==> src/uvs_cfg.svh <==
// constants for the isochronous video stream link
// assumes inclusion by the package and both ends
`ifndef UVS_CFG_SVH
`define UVS_CFG_SVH
`define UVS_EP_ADDR 8'h81
`define UVS_EP_ATTR 8'h01
`define UVS_EP_INTERVAL 8'h01
`define UVS_IFACE_NUM 8'h01
`define UVS_EOF_BYTE 8'hFF
`define UVS_EOF_LEN 3'h4
`define UVS_MPS_HI_1 11'h1C0
`define UVS_MPS_HI_2 11'h2C0
`define UVS_MPS_HI_3 11'h3C0
`define UVS_MPS_LO_1 11'h140
`define UVS_MPS_LO_2 11'h268
`define UVS_MPS_LO_3 11'h380
`define UVS_FRAME_NS 1000000
`define UVS_CLK_NS 5
`define UVS_FRAME_CYC (`UVS_FRAME_NS / `UVS_CLK_NS)
`endif

==> src/uvs_pkg.sv <==
// types shared by both ends of the video stream link
// assumes uvs_cfg.svh is on the include path
`include "uvs_cfg.svh"
package uvs_pkg;
	typedef logic [10:0] uvs_len_t;
	typedef logic [1:0] uvs_alt_t;
	typedef enum logic [2:0] {
		UVS_IDLE = 3'h1,
		UVS_SEND = 3'h2,
		UVS_MARK = 3'h4
	} uvs_tx_e;
	function automatic uvs_len_t uvs_mps(input uvs_alt_t alt,
		input logic bw_hi);
		uvs_len_t r;
		r = 11'h000;
		case (alt)
			2'h1: r = bw_hi ? `UVS_MPS_HI_1 : `UVS_MPS_LO_1;
			2'h2: r = bw_hi ? `UVS_MPS_HI_2 : `UVS_MPS_LO_2;
			2'h3: r = bw_hi ? `UVS_MPS_HI_3 : `UVS_MPS_LO_3;
			default: r = 11'h000;
		endcase
		return r;
	endfunction
endpackage

==> src/uvs_link_if.sv <==
// link between the camera end and the host end of the video stream
// assumes one clock shared by both ends
`timescale 1ns/1ps
interface uvs_link_if;
	logic [1:0] alt_set;
	logic alt_set_stb;
	logic in_token;
	logic [7:0] ep_addr;
	logic [7:0] rx_data;
	logic rx_valid;
	logic rx_last;
	logic [10:0] mps;
	modport dev (input alt_set, input alt_set_stb, input in_token,
		input ep_addr, output rx_data, output rx_valid, output rx_last,
		output mps);
	modport host (output alt_set, output alt_set_stb, output in_token,
		output ep_addr, input rx_data, input rx_valid, input rx_last,
		input mps);
endinterface

==> src/uvs_fifo.sv <==
// flop-based fifo with valid/ready on both sides
// assumes one synchronous clock and reset
`timescale 1ns/1ps
module uvs_fifo #(
	parameter int WIDTH = 9,
	parameter int DEPTH = 16
) (
	// clock and reset
	input wire logic clk,
	input wire logic sys_rst,
	// fill side
	input wire logic [WIDTH-1:0] in_data,
	input wire logic in_valid,
	output logic in_ready,
	// drain side
	output logic [WIDTH-1:0] out_data,
	output logic out_valid,
	input wire logic out_ready
);
	localparam int AW = $clog2(DEPTH);
	initial
	begin
		if (DEPTH < 2 || (1 << AW) != DEPTH)
			$error("uvs_fifo depth must be a power of two");
	end
	logic [WIDTH-1:0] mem_reg [DEPTH];
	logic [AW:0] wp_reg, wp_next, rp_reg, rp_next;
	logic wr, rd;
	always_comb
	begin
		in_ready = (wp_reg - rp_reg) != DEPTH[AW:0];
		out_valid = wp_reg != rp_reg;
		out_data = mem_reg[rp_reg[AW-1:0]];
		wr = in_valid && in_ready;
		rd = out_valid && out_ready;
		wp_next = wp_reg + {{AW{1'b0}}, wr};
		rp_next = rp_reg + {{AW{1'b0}}, rd};
	end
	always_ff @(posedge clk)
	begin
		if (sys_rst)
		begin
			wp_reg <= '0;
			rp_reg <= '0;
		end
		else
		begin
			wp_reg <= wp_next;
			rp_reg <= rp_next;
		end
		if (wr)
			mem_reg[wp_reg[AW-1:0]] <= in_data;
	end
endmodule // uvs_fifo

==> src/uvs_dev.sv <==
// camera end: buffers video, answers in tokens on the iso endpoint
// assumes the host end drives tokens and alternate setting selects
// Notes on behaviour
// - video leaves only through iso endpoint 1
// - four alternate settings on interface 1
// - bandwidth strap pulled up; low picks lower table
// - strap high: 0, 448, 704, 960 bytes
// - strap low: 0, 320, 616, 896 bytes
// - setting 0 always reserves zero bytes
// - bandwidth counted in bytes per 1 ms frame
// - each token sends held bytes, capped at size
// - uncompressed: same as compressed, short packets when buffer runs dry
// - compressed: packets may be short, frames vary
// - four 0xFF bytes follow each image frame whose end byte enters the buffer
// - image data never holds four 0xFF run
// - host picks setting 0 on driver load
// - host asks once for bus_max_alt, or setting 1 if that is 0
// - host issues one token per 1 ms frame
// - host finds frame end at four 0xFF, drops 0xFF bytes, checks nothing else
// - descriptor: address 0x81, iso, interval one
// - reported packet size follows bandwidth strap
`timescale 1ns/1ps
module uvs_dev
	import uvs_pkg::*;
#(
	parameter int DEPTH = 16
) (
	// clock and reset
	input wire logic clk,
	input wire logic sys_rst,
	// strap, high when left open
	input wire logic bw_hi,
	// video source
	input wire logic [7:0] vid_data,
	input wire logic vid_valid,
	input wire logic vid_eof,
	input wire logic compress_en,
	output logic vid_ready,
	// link to host
	uvs_link_if.dev lnk,
	// descriptor view
	output logic [7:0] desc_ep_addr,
	output logic [7:0] desc_ep_attr,
	output logic [7:0] desc_interval,
	output logic [10:0] desc_mps
);
	initial
	begin
		if (DEPTH < 4)
			$error("uvs_dev depth too small");
	end
	uvs_alt_t alt_reg, alt_next;
	uvs_tx_e st_reg, st_next;
	uvs_len_t cnt_reg, cnt_next, mps_reg, mps_next;
	logic [1:0] ffrun_reg, ffrun_next;
	logic [2:0] mk_reg, mk_next;
	logic bw_reg, bw_next;
	logic [7:0] dat_reg, dat_next;
	logic val_reg, val_next, last_reg, last_next;
	logic [8:0] f_in, f_out;
	logic f_iv, f_ir, f_ov, f_or;
	logic [7:0] src_byte;
	logic is_ff, tok;
	// the 4th 0xFF of a run is dropped so data can never mimic the marker
	always_comb
	begin
		is_ff = vid_data == `UVS_EOF_BYTE;
		src_byte = vid_data;
		f_in = {vid_eof, src_byte};
		f_iv = vid_valid && alt_reg != 2'h0 &&
			!(is_ff && ffrun_reg == 2'h3);
		// setting 0 swallows the video instead of stalling the source
		vid_ready = (alt_reg == 2'h0) ? 1'b1 : f_ir;
		ffrun_next = ffrun_reg;
		if (vid_valid && vid_ready)
			ffrun_next = (is_ff && !vid_eof && ffrun_reg != 2'h3) ?
				ffrun_reg + 2'h1 : (is_ff ? ffrun_reg : 2'h0);
	end
	uvs_fifo #(.WIDTH(9), .DEPTH(DEPTH)) u_fifo (
		.clk(clk),
		.sys_rst(sys_rst),
		.in_data(f_in),
		.in_valid(f_iv),
		.in_ready(f_ir),
		.out_data(f_out),
		.out_valid(f_ov),
		.out_ready(f_or)
	);
	always_comb
	begin
		tok = lnk.in_token && lnk.ep_addr == `UVS_EP_ADDR;
		alt_next = lnk.alt_set_stb ? lnk.alt_set : alt_reg;
		bw_next = bw_hi;
		mps_next = uvs_mps(alt_reg, bw_reg);
		st_next = st_reg;
		cnt_next = cnt_reg;
		mk_next = mk_reg;
		dat_next = 8'h00;
		val_next = 1'b0;
		last_next = 1'b0;
		f_or = 1'b0;
		case (st_reg)
			UVS_IDLE:
			begin
				// one packet per token, token once per 1 ms frame
				if (tok && alt_reg != 2'h0)
				begin
					cnt_next = mps_reg;
					if (!f_ov && mk_reg == 3'h0 && !compress_en)
						st_next = UVS_IDLE;
					st_next = UVS_SEND;
				end
			end
			UVS_SEND:
			begin
				if (cnt_reg == 11'h000)
				begin
					last_next = 1'b1;
					st_next = UVS_IDLE;
				end
				else if (mk_reg != 3'h0)
				begin
					dat_next = `UVS_EOF_BYTE;
					val_next = 1'b1;
					mk_next = mk_reg - 3'h1;
					cnt_next = cnt_reg - 11'h001;
				end
				else if (f_ov)
				begin
					f_or = 1'b1;
					dat_next = f_out[7:0];
					val_next = 1'b1;
					cnt_next = cnt_reg - 11'h001;
					if (f_out[8])
						mk_next = `UVS_EOF_LEN;
				end
				else
				begin
					// short or empty packet when buffer runs dry
					last_next = 1'b1;
					st_next = UVS_IDLE;
				end
			end
			default: st_next = UVS_IDLE;
		endcase
	end
	always_ff @(posedge clk)
	begin
		if (sys_rst)
		begin
			alt_reg <= 2'h0;
			st_reg <= UVS_IDLE;
			cnt_reg <= 11'h000;
			mps_reg <= 11'h000;
			ffrun_reg <= 2'h0;
			mk_reg <= 3'h0;
			bw_reg <= 1'b1;
			dat_reg <= 8'h00;
			val_reg <= 1'b0;
			last_reg <= 1'b0;
		end
		else
		begin
			alt_reg <= alt_next;
			st_reg <= st_next;
			cnt_reg <= cnt_next;
			mps_reg <= mps_next;
			ffrun_reg <= ffrun_next;
			mk_reg <= mk_next;
			bw_reg <= bw_next;
			dat_reg <= dat_next;
			val_reg <= val_next;
			last_reg <= last_next;
		end
	end
	always_comb
	begin
		lnk.rx_data = dat_reg;
		lnk.rx_valid = val_reg;
		lnk.rx_last = last_reg;
		lnk.mps = mps_reg;
		desc_ep_addr = `UVS_EP_ADDR;
		desc_ep_attr = `UVS_EP_ATTR;
		desc_interval = `UVS_EP_INTERVAL;
		desc_mps = mps_reg;
	end
endmodule // uvs_dev

==> src/flat_wrapper.sv <==
// flat-port wrapper written by rule: the top's interface ports become plain ports
module uvs_dev_flat import uvs_pkg::*;
#(
	parameter int DEPTH = 16
)
  (clk, sys_rst, bw_hi, vid_data, vid_valid, vid_eof, compress_en, vid_ready, desc_ep_addr, desc_ep_attr, desc_interval, desc_mps, lnk_alt_set, lnk_alt_set_stb, lnk_in_token, lnk_ep_addr, lnk_rx_data, lnk_rx_valid, lnk_rx_last, lnk_mps);
  uvs_link_if lnk_i ();
  input wire logic clk;
  input wire logic sys_rst;
  input wire logic bw_hi;
  input wire logic [7:0] vid_data;
  input wire logic vid_valid;
  input wire logic vid_eof;
  input wire logic compress_en;
  output logic vid_ready;
  output logic [7:0] desc_ep_addr;
  output logic [7:0] desc_ep_attr;
  output logic [7:0] desc_interval;
  output logic [10:0] desc_mps;
  input wire logic [$bits(lnk_i.alt_set)-1:0] lnk_alt_set;
  input wire logic [$bits(lnk_i.alt_set_stb)-1:0] lnk_alt_set_stb;
  input wire logic [$bits(lnk_i.in_token)-1:0] lnk_in_token;
  input wire logic [$bits(lnk_i.ep_addr)-1:0] lnk_ep_addr;
  output wire logic [$bits(lnk_i.rx_data)-1:0] lnk_rx_data;
  output wire logic [$bits(lnk_i.rx_valid)-1:0] lnk_rx_valid;
  output wire logic [$bits(lnk_i.rx_last)-1:0] lnk_rx_last;
  output wire logic [$bits(lnk_i.mps)-1:0] lnk_mps;
  assign lnk_i.alt_set = lnk_alt_set;
  assign lnk_i.alt_set_stb = lnk_alt_set_stb;
  assign lnk_i.in_token = lnk_in_token;
  assign lnk_i.ep_addr = lnk_ep_addr;
  assign lnk_rx_data = lnk_i.rx_data;
  assign lnk_rx_valid = lnk_i.rx_valid;
  assign lnk_rx_last = lnk_i.rx_last;
  assign lnk_mps = lnk_i.mps;
  uvs_dev #(.DEPTH(DEPTH)) u_core (.clk(clk), .sys_rst(sys_rst), .bw_hi(bw_hi), .vid_data(vid_data), .vid_valid(vid_valid), .vid_eof(vid_eof), .compress_en(compress_en), .vid_ready(vid_ready), .lnk(lnk_i), .desc_ep_addr(desc_ep_addr), .desc_ep_attr(desc_ep_attr), .desc_interval(desc_interval), .desc_mps(desc_mps));
endmodule
==> config.mk <==
export PLATFORM = sky130hd
export DESIGN_NAME = uvs_dev_flat
export DESIGN_NICKNAME = d
export VERILOG_FILES = /design/src/uvs_pkg.sv /design/src/uvs_link_if.sv /design/src/uvs_fifo.sv /design/src/uvs_dev.sv /design/src/flat_wrapper.sv
export VERILOG_INCLUDE_DIRS = /design/src
export SDC_FILE = /design/constraint.sdc
export NUM_CORES = 1
export LEC_CHECK = 0
export ABC_CLOCK_PERIOD_IN_PS = 4040
export BUFFER_PORTS_ARGS = -buffer_cell sky130_fd_sc_hd__buf_2
export CAP_MARGIN = 20
export CELL_PAD_IN_SITES_DETAIL_PLACEMENT = 1
export CELL_PAD_IN_SITES_GLOBAL_PLACEMENT = 1
export CORE_UTILIZATION = 45
export CTS_CLUSTER_DIAMETER = 40
export DETAILED_ROUTE_END_ITERATION = 8
export PLACE_DENSITY = 0.79
export REMOVE_ABC_BUFFERS = 1
export SLEW_MARGIN = 10
export SYNTH_ARGS = -nofsm -noshare
export SYNTH_HDL_FRONTEND = slang
export SYNTH_SLANG_ARGS = --single-unit
==> constraint.sdc <==
create_clock -name clk -period 4.04 [get_ports clk]
set_input_delay 0.606 -clock clk [delete_from_list [all_inputs] [get_ports clk]]
set_output_delay 0.606 -clock clk [all_outputs]
set_load 0.02 [all_outputs]
# --- Yosys cells after proc, flatten, opt, wreduce, memory -nomap -nowiden ---
# Memory sizes are Yosys's and may differ from the RTL's. A register that Yosys moved wholly into a read port is not among the register bits.
# Index checks and enable logic that the tools add are counted.
# W data, S select, Z words.
totals:
  regBits: 53
  latchBits: 0
  ramBits: 144
  mem_bits_ro: 0
  inputBits: 26
  output_inout_bits: 57
  elab_cells: 96
  memories: 1
mem_list:
  columns: ["memory", "depth", "width", "rd", "rd_clocked_by_memory_dff", "wr", "line", "text"]
  rows:
  - ["u_core.u_fifo.mem_reg", 16, 9, 1, 1, 1, "uvs_fifo.sv:26", "logic [WIDTH-1:0] mem_reg [DEPTH];"]
op_classes:
  n_addsub: 6
  multipliers: 0
  n_div: 0
  magnitude_cmp: 0
  eq_ne: 17
  shifts: 0
  muxes: 33
  bitwise: 2
  reduce_logical: 25
ops:
  columns: ["op", "n"]
  rows:
  - ["$mux W11", 4]
  - ["$pmux W11 S3", 1]
  - ["$mux W8", 4]
  - ["$pmux W11 S2", 1]
  - ["$mux W3", 7]
  - ["$eq A8 B8 Y1 const B", 2]
  - ["$logic_not A11 Y1", 1]
  - ["$mux W1", 11]
  - ["$sub A11 B1 Y11 const B", 1]
  - ["$add A5 B1 Y5", 2]
  - ["$logic_and A1 B1 Y1", 10]
  - ["$reduce_and A4 Y1", 2]
  - ["$reduce_bool A2 Y1", 4]
  - ["$mux W7", 1]
  - ["$eq A2 B2 Y1 const B", 3]
  - ["$ne A2 B2 Y1 const B", 3]
  - ["$pmux W3 S2", 1]
  - ["$ne A5 B5 Y1", 1]
  - ["$ne A5 B5 Y1 const B", 1]
  - ["$sub A5 B5 Y5", 1]
  - ["$mux W2", 2]
  - ["$mux W4", 1]
  - ["$eq A3 B1 Y1 const B", 1]
  - ["$eq A3 B2 Y1 const B", 1]
  - ["other kinds (15)", 17]

# --- Logic depth before layout (Yosys ltp) ---
# Gate-level depths: netlist of the first run.
depth:
  ltp_word: 8
  ltp_mapped: 16
  mapped_depth_nobuf: 12

# --- Modules after synthesis ---
# Synthesis of the first run repeated with hierarchy kept, for this count alone.
unflattened:
  hier_cells: 504
  hier_area_um2: 8170.3
modules_own_cells:
  columns: ["mod", "instances", "cells_per_inst", "area_each_um2", "seq_area_each_um2"]
  rows:
  - ["uvs_fifo", 1, 290, 6274.8, 4524.3]
  - ["uvs_dev", 1, 214, 1895.6, 720.7]

# --- Worst setup path after synthesis of the first run ---
# No wires, ideal clock.
synth_path:
  path_type: "flip-flop to flip-flop"
  startpoint: "register u_core.u_fifo.rp_reg[1]"
  endpoint: "memory u_core.u_fifo.mem_reg[2][0], enable pin"
  setup_ns: 0.399
  t_arrival_ns: 3.147
  required_ns: 3.641
  path_slack_ns: 0.494
  stages_incl_launch_ff: 11
  n_path_buf: 3
  period_less_slack_ns: 3.546
  cell_sequence: "dfxtp_1 > clkbuf_1 > clkbuf_1 > inv_1 > ha_1 > nand3b_1 > a211o_1 > a211oi_1 > a2111o_1 > buf_2 > nor4_1"
synth_between:
  elab_chain_cells: 5
synth_rtl:
  columns: ["element", "line", "text"]
  rows:
  - ["from (decl)", "uvs_fifo.sv:27", "logic [AW:0] wp_reg, wp_next, rp_reg, rp_next;"]
  - ["from (signal assigned)", "uvs_fifo.sv:49", "rp_reg <= rp_next;"]
  - ["$sub A5 B5 Y5", "uvs_fifo.sv:31", "in_ready = (wp_reg - rp_reg) != DEPTH[AW:0];"]
  - ["$ne A5 B5 Y1", "uvs_fifo.sv:31", null]
  - ["$logic_and A1 B1 Y1", "uvs_fifo.sv:34", "wr = in_valid && in_ready;"]
  - ["$mux W1", "uvs_fifo.sv:51", "if (wr)"]
  - ["$mux W1 (not written as such)", "uvs_fifo.sv:52", "mem_reg[wp_reg[AW-1:0]] <= in_data;"]
  - ["to (decl)", "uvs_fifo.sv:26", null]
# No other way between the ends.

# --- Worst setup path in the final report of the first run ---
layout_path:
  startpoint: "register u_core.u_fifo.rp_reg[2]"
  endpoint: "output port vid_ready"
layout_between:
  elab_chain_cells: 3
layout_rtl:
  columns: ["element", "line", "text"]
  rows:
  - ["$sub A5 B5 Y5", "uvs_fifo.sv:31", null]
  - ["$ne A5 B5 Y1", "uvs_fifo.sv:31", null]
  - ["$mux W1", "uvs_dev.sv:73", "vid_ready = (alt_reg == 2'h0) ? 1'b1 : f_ir;"]
  - ["to (decl)", "flat_wrapper.sv:15", "output logic vid_ready;"]
# No other way between the ends.

==> impl_metrics.yaml, run 1 <==
min_path:
  holdCritStartpoint: "bw_hi"
  hold_end: "u_core.bw_reg$_SDFF_PP1_"
  hold_path_depth: 2
  hp-class: "in -> reg"
global_routing:
  grt_pass1_vias: 4735
  grt_pass1_wl_um: 27090
  grt_max_degree: 44
  antenna_found_initial: 0
  grt_use_total_pct: 20.32
  grt-ovfl-total: 0
sta:
  worst_pin_slew_ps: 854.6
  fin_crit_ps: 3439
  setup_violations: 0
  fin_setup_tns_ps: 0
  report.final.hold_viol_count: 0
  rsz0062_at_grt: "false"
  post-route-period-util_pct: 85.11
  relSlewSlack_pct: 43.03
  fin_hold_ws_ps: 354.4
  fin_ws_ps: 601.5
  fmax_mhz: 290.8
  drv_slew: 0
  skew_ps: 15.95
clocking:
  clk_path_buf_depth: 2
  cts_sinks: 190
  clockRootBuffer: "clkbuf_16"
  htree_levels: 4
  cts.clk_slew.worst_paths_ps: 70
  post_cts_buffers: 0
  cts_buffers: 17
  holdBufCountCts: 0
  cts_tree: "built"
  ctsResizeCount: 0
  clkLatencyLatePin_ps: 450
power:
  power_frac_clock_pct: 44.1
  share_comb_of_total_power_pct: 3.2
  p_int_mw: 3.051
  seqPwrFrac_pct: 52.8
  p_sw_uw: 954.7
  finalPower_mw: 4.005
  swShare_pct: 23.83
  ir_drop_mv: 0.2882
  cellLeakagePower_nw: 3.248
  power_density_nw_per_um2: 436.8
place:
  io_buffers: 47
  place_congestion: 0.7686
  pre_cts_slack_ps: 744.9
  place_hpwl_um: 11880
route:
  vias: 4554
  drt_iter0_drc: 304
  viasPerCell: 5.560
  routedWlPerCell_um: 21.51
  wl_um: 17620
  dr.pass1.iters: 5
  drtAntennaViolNets: 0
  remaining_drc_errors: 0
layout:
  drive_above_1_share_pct: 26.94
  largest_reg_flops: 144
  fin_util_pct: 52.47
  syn_to_final_growth_pct: 12.41
  final_nets: 619
  diodes: 0
worst_setup_path:
  path_class: "reg -> out"
  reg2reg_to: "u_core.u_fifo.wp_reg[4]$_SDFF_PP0_"
  slowest_stage: "a2111oi_2"
  critical_path_buf_inv_count: 3
  r2r_cells: 12
  reg2reg_slack_ps: 710
  start_kind: "flip-flop"
  cp.arrival_ps: 2830
  cp-end-kind: "output pin"
  cp.depth: 7
  required_ps: 3430
  r2r_start: "u_core.u_fifo.rp_reg[2]$_SDFF_PP0_"
  slowest_delay_ps: 550
  crit_chain: "inv_2 > ha_1 > a21oi_1 > a211o_1 > a2111oi_2 > inv_1 > buf_2"
  path_delay_family: "compound AO/OA/AOI/OAI gates"
  worstPathMaxFanout: 10
floorplanning:
  die_width_um: 136.6
  std_cell_rows: 48
  initial_core_util_pct: 46.68
  die_y_um: 136.6
  die-area_um2: 18670
  ioPinCount: 83
  core_um2: 17480
synth:
  synth_top_cell_by_area: "edfxtp_1"
  syn_inst: 530
  synth_cell_types: 58
  netlist.area_leader.share_pct: 53.01
  synth-edff-count: 144
  async_flop_share_pct: 0
  syn_area_um2: 8158
  yosysSeqAreaShare_pct: 64.29
  syn_area_per_cell_um2: 15.39
  synth_area_leaders: "edfxtp_1, mux4_2, dfxtp_1"
  synthFlopType: "edfxtp_1"
  synth-seq-cells: 190
  ys_warn_count: 0
status:
  status: "complete, no violations"
job:
  cap_violations: 0
cells in the mapped netlist, drive strengths merged (7+ instances only):
cell and instances:
nor2b 10, nor4 9, dfxtp 46, nand2b 8, ha 12, a21oi 21
edfxtp 144, nor2 37, nor3 14, clkbuf 14, buf 52, nand2 16
nand3 7, or3 7, o21ai 11, inv 16, mux4 44
cell usage in the layout, fill, tap and decap left out, types with 16 or more instances in the layout:
master,Yosys,routed
dfxtp_1,46,45
clkbuf_16,0,17
nand2_1,16,16
a21oi_1,21,21
conb_1,2,34
buf_4,45,19
edfxtp_1,144,144
mux4_2,44,44
buf_2,5,47
nor2_1,37,37
stage by stage:
step                cell area, um^2  instances
floorplan                      7848        496
global route                   9170        819
CTS                            9170        819
global placement               8514        787
finish                         9170        819
detailed placement             8514        787
power groups by stage:
stage | registers, mW | logic (mW) | clock network, mW
2_1_floorplan | 2.16 | 0.0616 | 0
3_3_place_gp | 2.16 | 0.117 | 0
3_5_place_dp | 2.16 | 0.126 | 0
4_1_cts | 2.11 | 0.127 | 1.80
5_1_grt | 2.11 | 0.140 | 1.87
6_report | 2.11 | 0.127 | 1.76
cell families after synthesis:
family | after synthesis | synth area share, %
AOI/OAI and AO/OA | 52 | 4.954
adders and majority gates | 12 | 1.840
xor gates and xnor gates | 10 | 1.242
DFF | 190 | 64.29
muxes | 46 | 12.39
other | 2 | 0.09206
and+or+nand+nor | 136 | 9.172
buffers and inverters | 82 | 6.012
cell type report:
class | count | area (um^2)
inverter | 16 | 60.06
sequential | 190 | 5246
clock buffer | 17 | 425.4
timing repair buffer | 66 | 377.9
clock inverter | 15 | 230.2
fill | 1696 | 8307
multi-input combinational | 290 | 2549
tap | 225 | 281.5
layer usage:
layer  up-vias  wire length (um)  GRT usage [%]
met5         -                 0              0
met4         0               330          6.728
met3        25               738          5.000
met2       148              9110          34.04
met1      2316              7436          25.86
li1       2065                 -              -
how the worst max path moves through the flow:
| stage | start | end | slack (ps) |
|---|---|---|---|
| global route | u_core.u_fifo.rp_reg[2]$_SDFF_PP0_ | vid_ready | 380 |
| finish | u_core.u_fifo.rp_reg[2]$_SDFF_PP0_ | vid_ready | 600 |
| global placement | u_core.u_fifo.rp_reg[2]$_SDFF_PP0_ | u_core.u_fifo.wp_reg[4]$_SDFF_PP0_ | 860 |
| detailed placement | u_core.u_fifo.rp_reg[2]$_SDFF_PP0_ | u_core.u_fifo.wp_reg[4]$_SDFF_PP0_ | 740 |
| floorplan | u_core.u_fifo.rp_reg[0]$_SDFF_PP0_ | u_core.u_fifo.mem_reg[2][0]$_DFFE_PP_ | -300 |
| CTS | u_core.u_fifo.rp_reg[2]$_SDFF_PP0_ | vid_ready | 580 |
Power figures use the tool's default switching activity.
==> inputs of run 2 (changes only) <==
--- a/config.mk
+++ b/config.mk
@@ -11,6 +11,7 @@
 export CAP_MARGIN = 20
 export CELL_PAD_IN_SITES_DETAIL_PLACEMENT = 1
 export CELL_PAD_IN_SITES_GLOBAL_PLACEMENT = 1
+export CORE_MARGIN = 2
 export CORE_UTILIZATION = 45
 export CTS_CLUSTER_DIAMETER = 40
 export DETAILED_ROUTE_END_ITERATION = 8
==> run 2 against run 1 <==
Combinational power barely moved. Sequential cell count unchanged. First-iteration DRC count rose by 10%. Non-clock buffer count unchanged. Largest cell class unchanged. Final area shrank 0.48%. Critical path type is now reg -> reg. Power fell by 2.2%.
==> impl_metrics.yaml, run 2 (synthesis results as in run 1) <==
global_routing:
  grt_pass1_wl_um: 28770
  grt_pass1_vias: 5035
  grt_use_total_pct: 19.63
  grt_max_degree: 44
  antenna_found_initial: 0
  grt-ovfl-total: 0
power:
  ir_drop_mv: 0.2855
  cellLeakagePower_nw: 3.229
  power_density_nw_per_um2: 429.1
layout:
  diodes: 0
  largest_reg_flops: 144
  drive_above_1_share_pct: 26.94
  fin_util_pct: 50.98
  final_nets: 619
  final_common_cell: "edfxtp_1"
  layoutNonFillerInstCount: 823
  mostFrequentLayoutCells: "edfxtp_1, buf_2, dfxtp_1"
  design_area_um2: 9126
  syn_to_final_growth_pct: 11.87
clocking:
  holdBufCountCts: 0
  cts_sinks: 190
  clockRootBuffer: "clkbuf_16"
  cts_tree: "built"
  clkLatencyLatePin_ps: 430
  cts.clk_slew.worst_paths_ps: 80
  clk_path_buf_depth: 2
  ctsResizeCount: 0
  post_cts_buffers: 0
  cts_buffers: 17
  htree_levels: 4
floorplanning:
  die_y_um: 138.6
  ioPinCount: 83
  core_um2: 17900
  die_width_um: 138.6
  die-area_um2: 19220
  std_cell_rows: 49
  initial_core_util_pct: 45.57
sta:
  rsz0062_at_grt: "false"
  post-route-period-util_pct: 85.03
  fin_setup_tns_ps: 0
  skew_ps: 8.536
  setup_violations: 0
  relSlewSlack_pct: 43.55
  worst_pin_slew_ps: 846.8
  drv_slew: 0
  report.final.hold_viol_count: 0
  fmax_mhz: 291.1
  fin_crit_ps: 3435
worst_setup_path:
  reg2reg_slack_ps: 600
  r2r_start: "u_core.u_fifo.rp_reg[2]$_SDFF_PP0_"
  cp-end-kind: "flip-flop"
  path_class: "reg -> reg"
  crit_start: "u_core.u_fifo.rp_reg[2]$_SDFF_PP0_"
  start_kind: "flip-flop"
  worstPathMaxFanout: 17
  r2r_cells: 12
  cp.arrival_ps: 3720
  endpoint: "u_core.u_fifo.wp_reg[4]$_SDFF_PP0_"
  reg2reg_to: "u_core.u_fifo.wp_reg[4]$_SDFF_PP0_"
  required_ps: 4330
place:
  placed_area_um2: 8526
  place_inst: 791
  io_buffers: 47
  place_hpwl_um: 11930
  place_congestion: 0.8152
route:
  drt_iter0_drc: 335
  remaining_drc_errors: 0
  wl_um: 18170
  vias: 4590
  viasPerCell: 5.577
  drtAntennaViolNets: 0
  routedWlPerCell_um: 22.08
  dr.pass1.iters: 5
status:
  status: "complete, no violations"
min_path:
  hp-class: "in -> reg"
job:
  cap_violations: 0
==> run 2: final cells by class <==
type	instances	area, um^2
multi-input combinational	290	2555
tap	229	286.5
timing repair buffer	66	377.9
clock inverter	15	175.2
clock buffer	17	425.4
sequential	190	5246
inverter	16	60.06
fill	1751	8776
==> run 2: worst min path at each step <==
stage	startpoint	endpoint	slack, ps	depth (start not counted)
global placement	u_core.mk_reg[2]$_SDFFE_PP0P_	u_core.mk_reg[1]$_SDFFE_PP0P_	450	2
finish	bw_hi	u_core.bw_reg$_SDFF_PP1_	370	2
detailed placement	u_core.bw_reg$_SDFF_PP1_	u_core.desc_mps[5]$_SDFF_PP0_	470	1
global route	bw_hi	u_core.bw_reg$_SDFF_PP1_	370	2
CTS	bw_hi	u_core.bw_reg$_SDFF_PP1_	350	2
floorplan	u_core.bw_reg$_SDFF_PP1_	u_core.desc_mps[5]$_SDFF_PP0_	440	1
==> run 2: worst max-delay path, stage by stage, from the launching register on <==
cell and delay [ps]:
dfxtp_1 490, inv_2 220, ha_1 410, a21oi_1 110, a211o_1 340, a211oi_1 290
a2111o_1 550, inv_1 110, ha_1 230, ha_1 210, nand3_1 110, xor2_1 160
nor2_1 50
==> run 2: power by group <==
group / internal, mW / switching, mW
clock: 0.884 / 0.790
combinational: 0.0319 / 0.0964
sequential: 2.11 / 0.00816
==> run 2: per-stage QoR <==
stage | setup WS [ps] | hold WS, ps | power (mW)
2_1_floorplan | -299.0 | 436.6 | 2.224
3_3_place_gp | 862.0 | 450.4 | 2.275
3_5_place_dp | 673.4 | 473.7 | 2.285
4_1_cts | 583.3 | 354.5 | 3.946
5_1_grt | 317.5 | 368.1 | 4.027
6_report | 604.7 | 366.5 | 3.916
==> run 2: layer usage <==
metal	vias to the layer above	part of all wire (%)	track usage, %
li1	2057	-	-
met1	2358	41	24.44
met2	148	52	33.98
met3	27	4.9	4.109
met4	0	2.1	7.496
met5	-	0	0
==> inputs of run 3 (changes only) <==
--- a/config.mk
+++ b/config.mk
@@ -6,7 +6,7 @@
 export SDC_FILE = /design/constraint.sdc
 export NUM_CORES = 1
 export LEC_CHECK = 0
-export ABC_CLOCK_PERIOD_IN_PS = 4040
+export ABC_CLOCK_PERIOD_IN_PS = 4000
 export BUFFER_PORTS_ARGS = -buffer_cell sky130_fd_sc_hd__buf_2
 export CAP_MARGIN = 20
 export CELL_PAD_IN_SITES_DETAIL_PLACEMENT = 1
==> constraint.sdc (replaced) <==
create_clock -name clk -period 4 [get_ports clk]
set_input_delay 0.6 -clock clk [delete_from_list [all_inputs] [get_ports clk]]
set_output_delay 0.6 -clock clk [all_outputs]
set_load 0.02 [all_outputs]
==> run 3 against run 2 <==
Power grew 1.6%. Register-to-register slack is essentially flat. Critical path depth shrank 5. First-iteration DRC count shrank 8.4%. Routed wire length shrank 1.8%. Via count shrank 1.5%. Hold slack lost 21 ps. Sequential power is essentially flat. Die area is the same. Utilization grew 0.077 points. Sequential cell count is the same. Clock skew is essentially flat. Critical endpoint is now vid_ready. Largest power group unchanged. Highest routed layer unchanged.
==> impl_metrics.yaml, run 3 (synthesis results as in run 1) <==
route:
  drt_iter0_drc: 307
  wl_um: 17850
  dr.pass1.iters: 4
  routedWlPerCell_um: 21.69
  remaining_drc_errors: 0
  drtAntennaViolNets: 0
  viasPerCell: 5.495
  vias: 4522
global_routing:
  grt_use_total_pct: 19.61
  grt_pass1_vias: 4910
  grt_max_degree: 44
  antenna_found_initial: 0
  grt_pass1_wl_um: 28370
  grt-ovfl-total: 0
floorplanning:
  std_cell_rows: 49
  die_width_um: 138.6
  ioPinCount: 83
  die-area_um2: 19220
  initial_core_util_pct: 45.57
  core_um2: 17900
  die_y_um: 138.6
worst_setup_path:
  r2r_start: "u_core.u_fifo.rp_reg[2]$_SDFF_PP0_"
  path_delay_family: "compound AO/OA/AOI/OAI gates"
  cp.arrival_ps: 2880
  start_kind: "flip-flop"
  reg2reg_slack_ps: 590
  crit_chain: "inv_2 > ha_1 > a21oi_1 > a211o_1 > a2111oi_2 > inv_1 > buf_2"
  worstPathMaxFanout: 10
  reg2reg_to: "u_core.u_fifo.wp_reg[4]$_SDFF_PP0_"
  slowest_stage: "a2111oi_2"
  required_ps: 3400
  path_class: "reg -> out"
  slowest_delay_ps: 550
  r2r_cells: 12
  cp-end-kind: "output pin"
  critical_path_buf_inv_count: 3
min_path:
  hold_path_depth: 2
  hold_end: "u_core.bw_reg$_SDFF_PP1_"
  holdCritStartpoint: "bw_hi"
  hp-class: "in -> reg"
sta:
  skew_ps: 8.496
  report.final.hold_viol_count: 0
  drv_slew: 0
  worst_pin_slew_ps: 813.4
  rsz0062_at_grt: "false"
  setup_violations: 0
  fmax_mhz: 287.5
  fin_crit_ps: 3478
  fin_hold_ws_ps: 345.2
  post-route-period-util_pct: 86.95
  relSlewSlack_pct: 45.77
  fin_setup_tns_ps: 0
clocking:
  cts_tree: "built"
  clockRootBuffer: "clkbuf_16"
  post_cts_buffers: 0
  htree_levels: 4
  cts_buffers: 17
  holdBufCountCts: 0
  clk_path_buf_depth: 2
  ctsResizeCount: 0
  cts.clk_slew.worst_paths_ps: 70
  clkLatencyLatePin_ps: 440
  cts_sinks: 190
layout:
  fillers: 1751
  drive_above_1_share_pct: 26.94
  final_nets: 619
  diodes: 0
  mostFrequentLayoutCells: "edfxtp_1, buf_2, dfxtp_1"
  largest_reg_flops: 144
  syn_to_final_growth_pct: 12.04
  seqCellArea_um2: 5246
  multi_input_area_um2: 2555
  final_common_cell: "edfxtp_1"
place:
  place_hpwl_um: 12020
  place_congestion: 0.8208
  io_buffers: 47
power:
  power_density_nw_per_um2: 435.2
  cellLeakagePower_nw: 3.233
  ir_drop_mv: 0.2857
status:
  status: "complete, no violations"
job:
  cap_violations: 0
==> run 3: changes by cell type in the layout (fill, tap and decap cells not counted) <==
cell	change
inv_6	-1
inv_8	+3
clkinvlp_4	+1
clkinv_4	-4
clkinv_8	+1
==> run 3: metal layers <==
| layer | global-route usage, % | wire, um | share of wire [%] | vias to the layer above |
|---|---|---|---|---|
| li1 | - | - | - | 2060 |
| met1 | 25.22 | 7472 | 42 | 2319 |
| met2 | 32.99 | 9233 | 52 | 128 |
| met3 | 4.869 | 919 | 5.1 | 15 |
| met4 | 6.486 | 224 | 1.3 | 0 |
| met5 | 0 | 0 | 0 | - |
==> run 3: through the flow <==
| step | area (um^2) | power (mW) | setup slack (ps) | util, % | instances |
|---|---|---|---|---|---|
| final | 9140 | 3.978 | 522.1 | 51.06 | 823 |
| after floorplan | 7848 | 2.246 | -339.0 | - | 496 |
| after CTS | 9140 | 4.010 | 543.3 | 51.06 | 823 |
| after detailed placement | 8526 | 2.308 | 673.4 | 47.62 | 791 |
| after global routing | 9140 | 4.096 | 268.1 | 51.06 | 823 |
| after global placement | 8526 | 2.297 | 800.7 | 47.62 | 791 |
==> run 3: worst max path at each step <==
stage,slack [ps],end,cells past startpoint,from
final,520,vid_ready,7,u_core.u_fifo.rp_reg[2]$_SDFF_PP0_
after global routing,270,u_core.u_fifo.wp_reg[4]$_SDFF_PP0_,12,u_core.u_fifo.rp_reg[2]$_SDFF_PP0_
after CTS,540,vid_ready,7,u_core.u_fifo.rp_reg[2]$_SDFF_PP0_
after detailed placement,670,u_core.u_fifo.wp_reg[4]$_SDFF_PP0_,12,u_core.u_fifo.rp_reg[2]$_SDFF_PP0_
after global placement,800,u_core.u_fifo.wp_reg[4]$_SDFF_PP0_,12,u_core.u_fifo.rp_reg[2]$_SDFF_PP0_
after floorplan,-340,u_core.u_fifo.mem_reg[2][0]$_DFFE_PP_,6,u_core.u_fifo.rp_reg[0]$_SDFF_PP0_
==> run 3: where the power goes <==
part	switching (mW)	leakage, nW	internal, mW
sequential	0.00862	1.67	2.13
combinational	0.0961	1.27	0.0321
clock	0.811	0.297	0.903
total	0.916	3.23	3.06
==> run 3: worst register-to-register path, stage by stage (launching register included) <==
cell and delay (ps):
dfxtp_1 530, inv_2 230, ha_1 420, a21oi_1 130
a211o_1 340, a211oi_1 270, a2111o_1 520, inv_1 100
ha_1 220, ha_1 210, nand3_1 100, xor2_1 150
nor2_1 50
==> run 3: area by class of cell <==
| type | instances | area share (%) |
|---|---|---|
| repair buffers | 66 | 4.134 |
| clock inverters | 15 | 2.067 |
| flip-flops and latches | 190 | 57.40 |
| well taps | 229 | 3.135 |
| multi-input cells | 290 | 27.95 |
| inverters | 16 | 0.6571 |
| clock buffers | 17 | 4.654 |
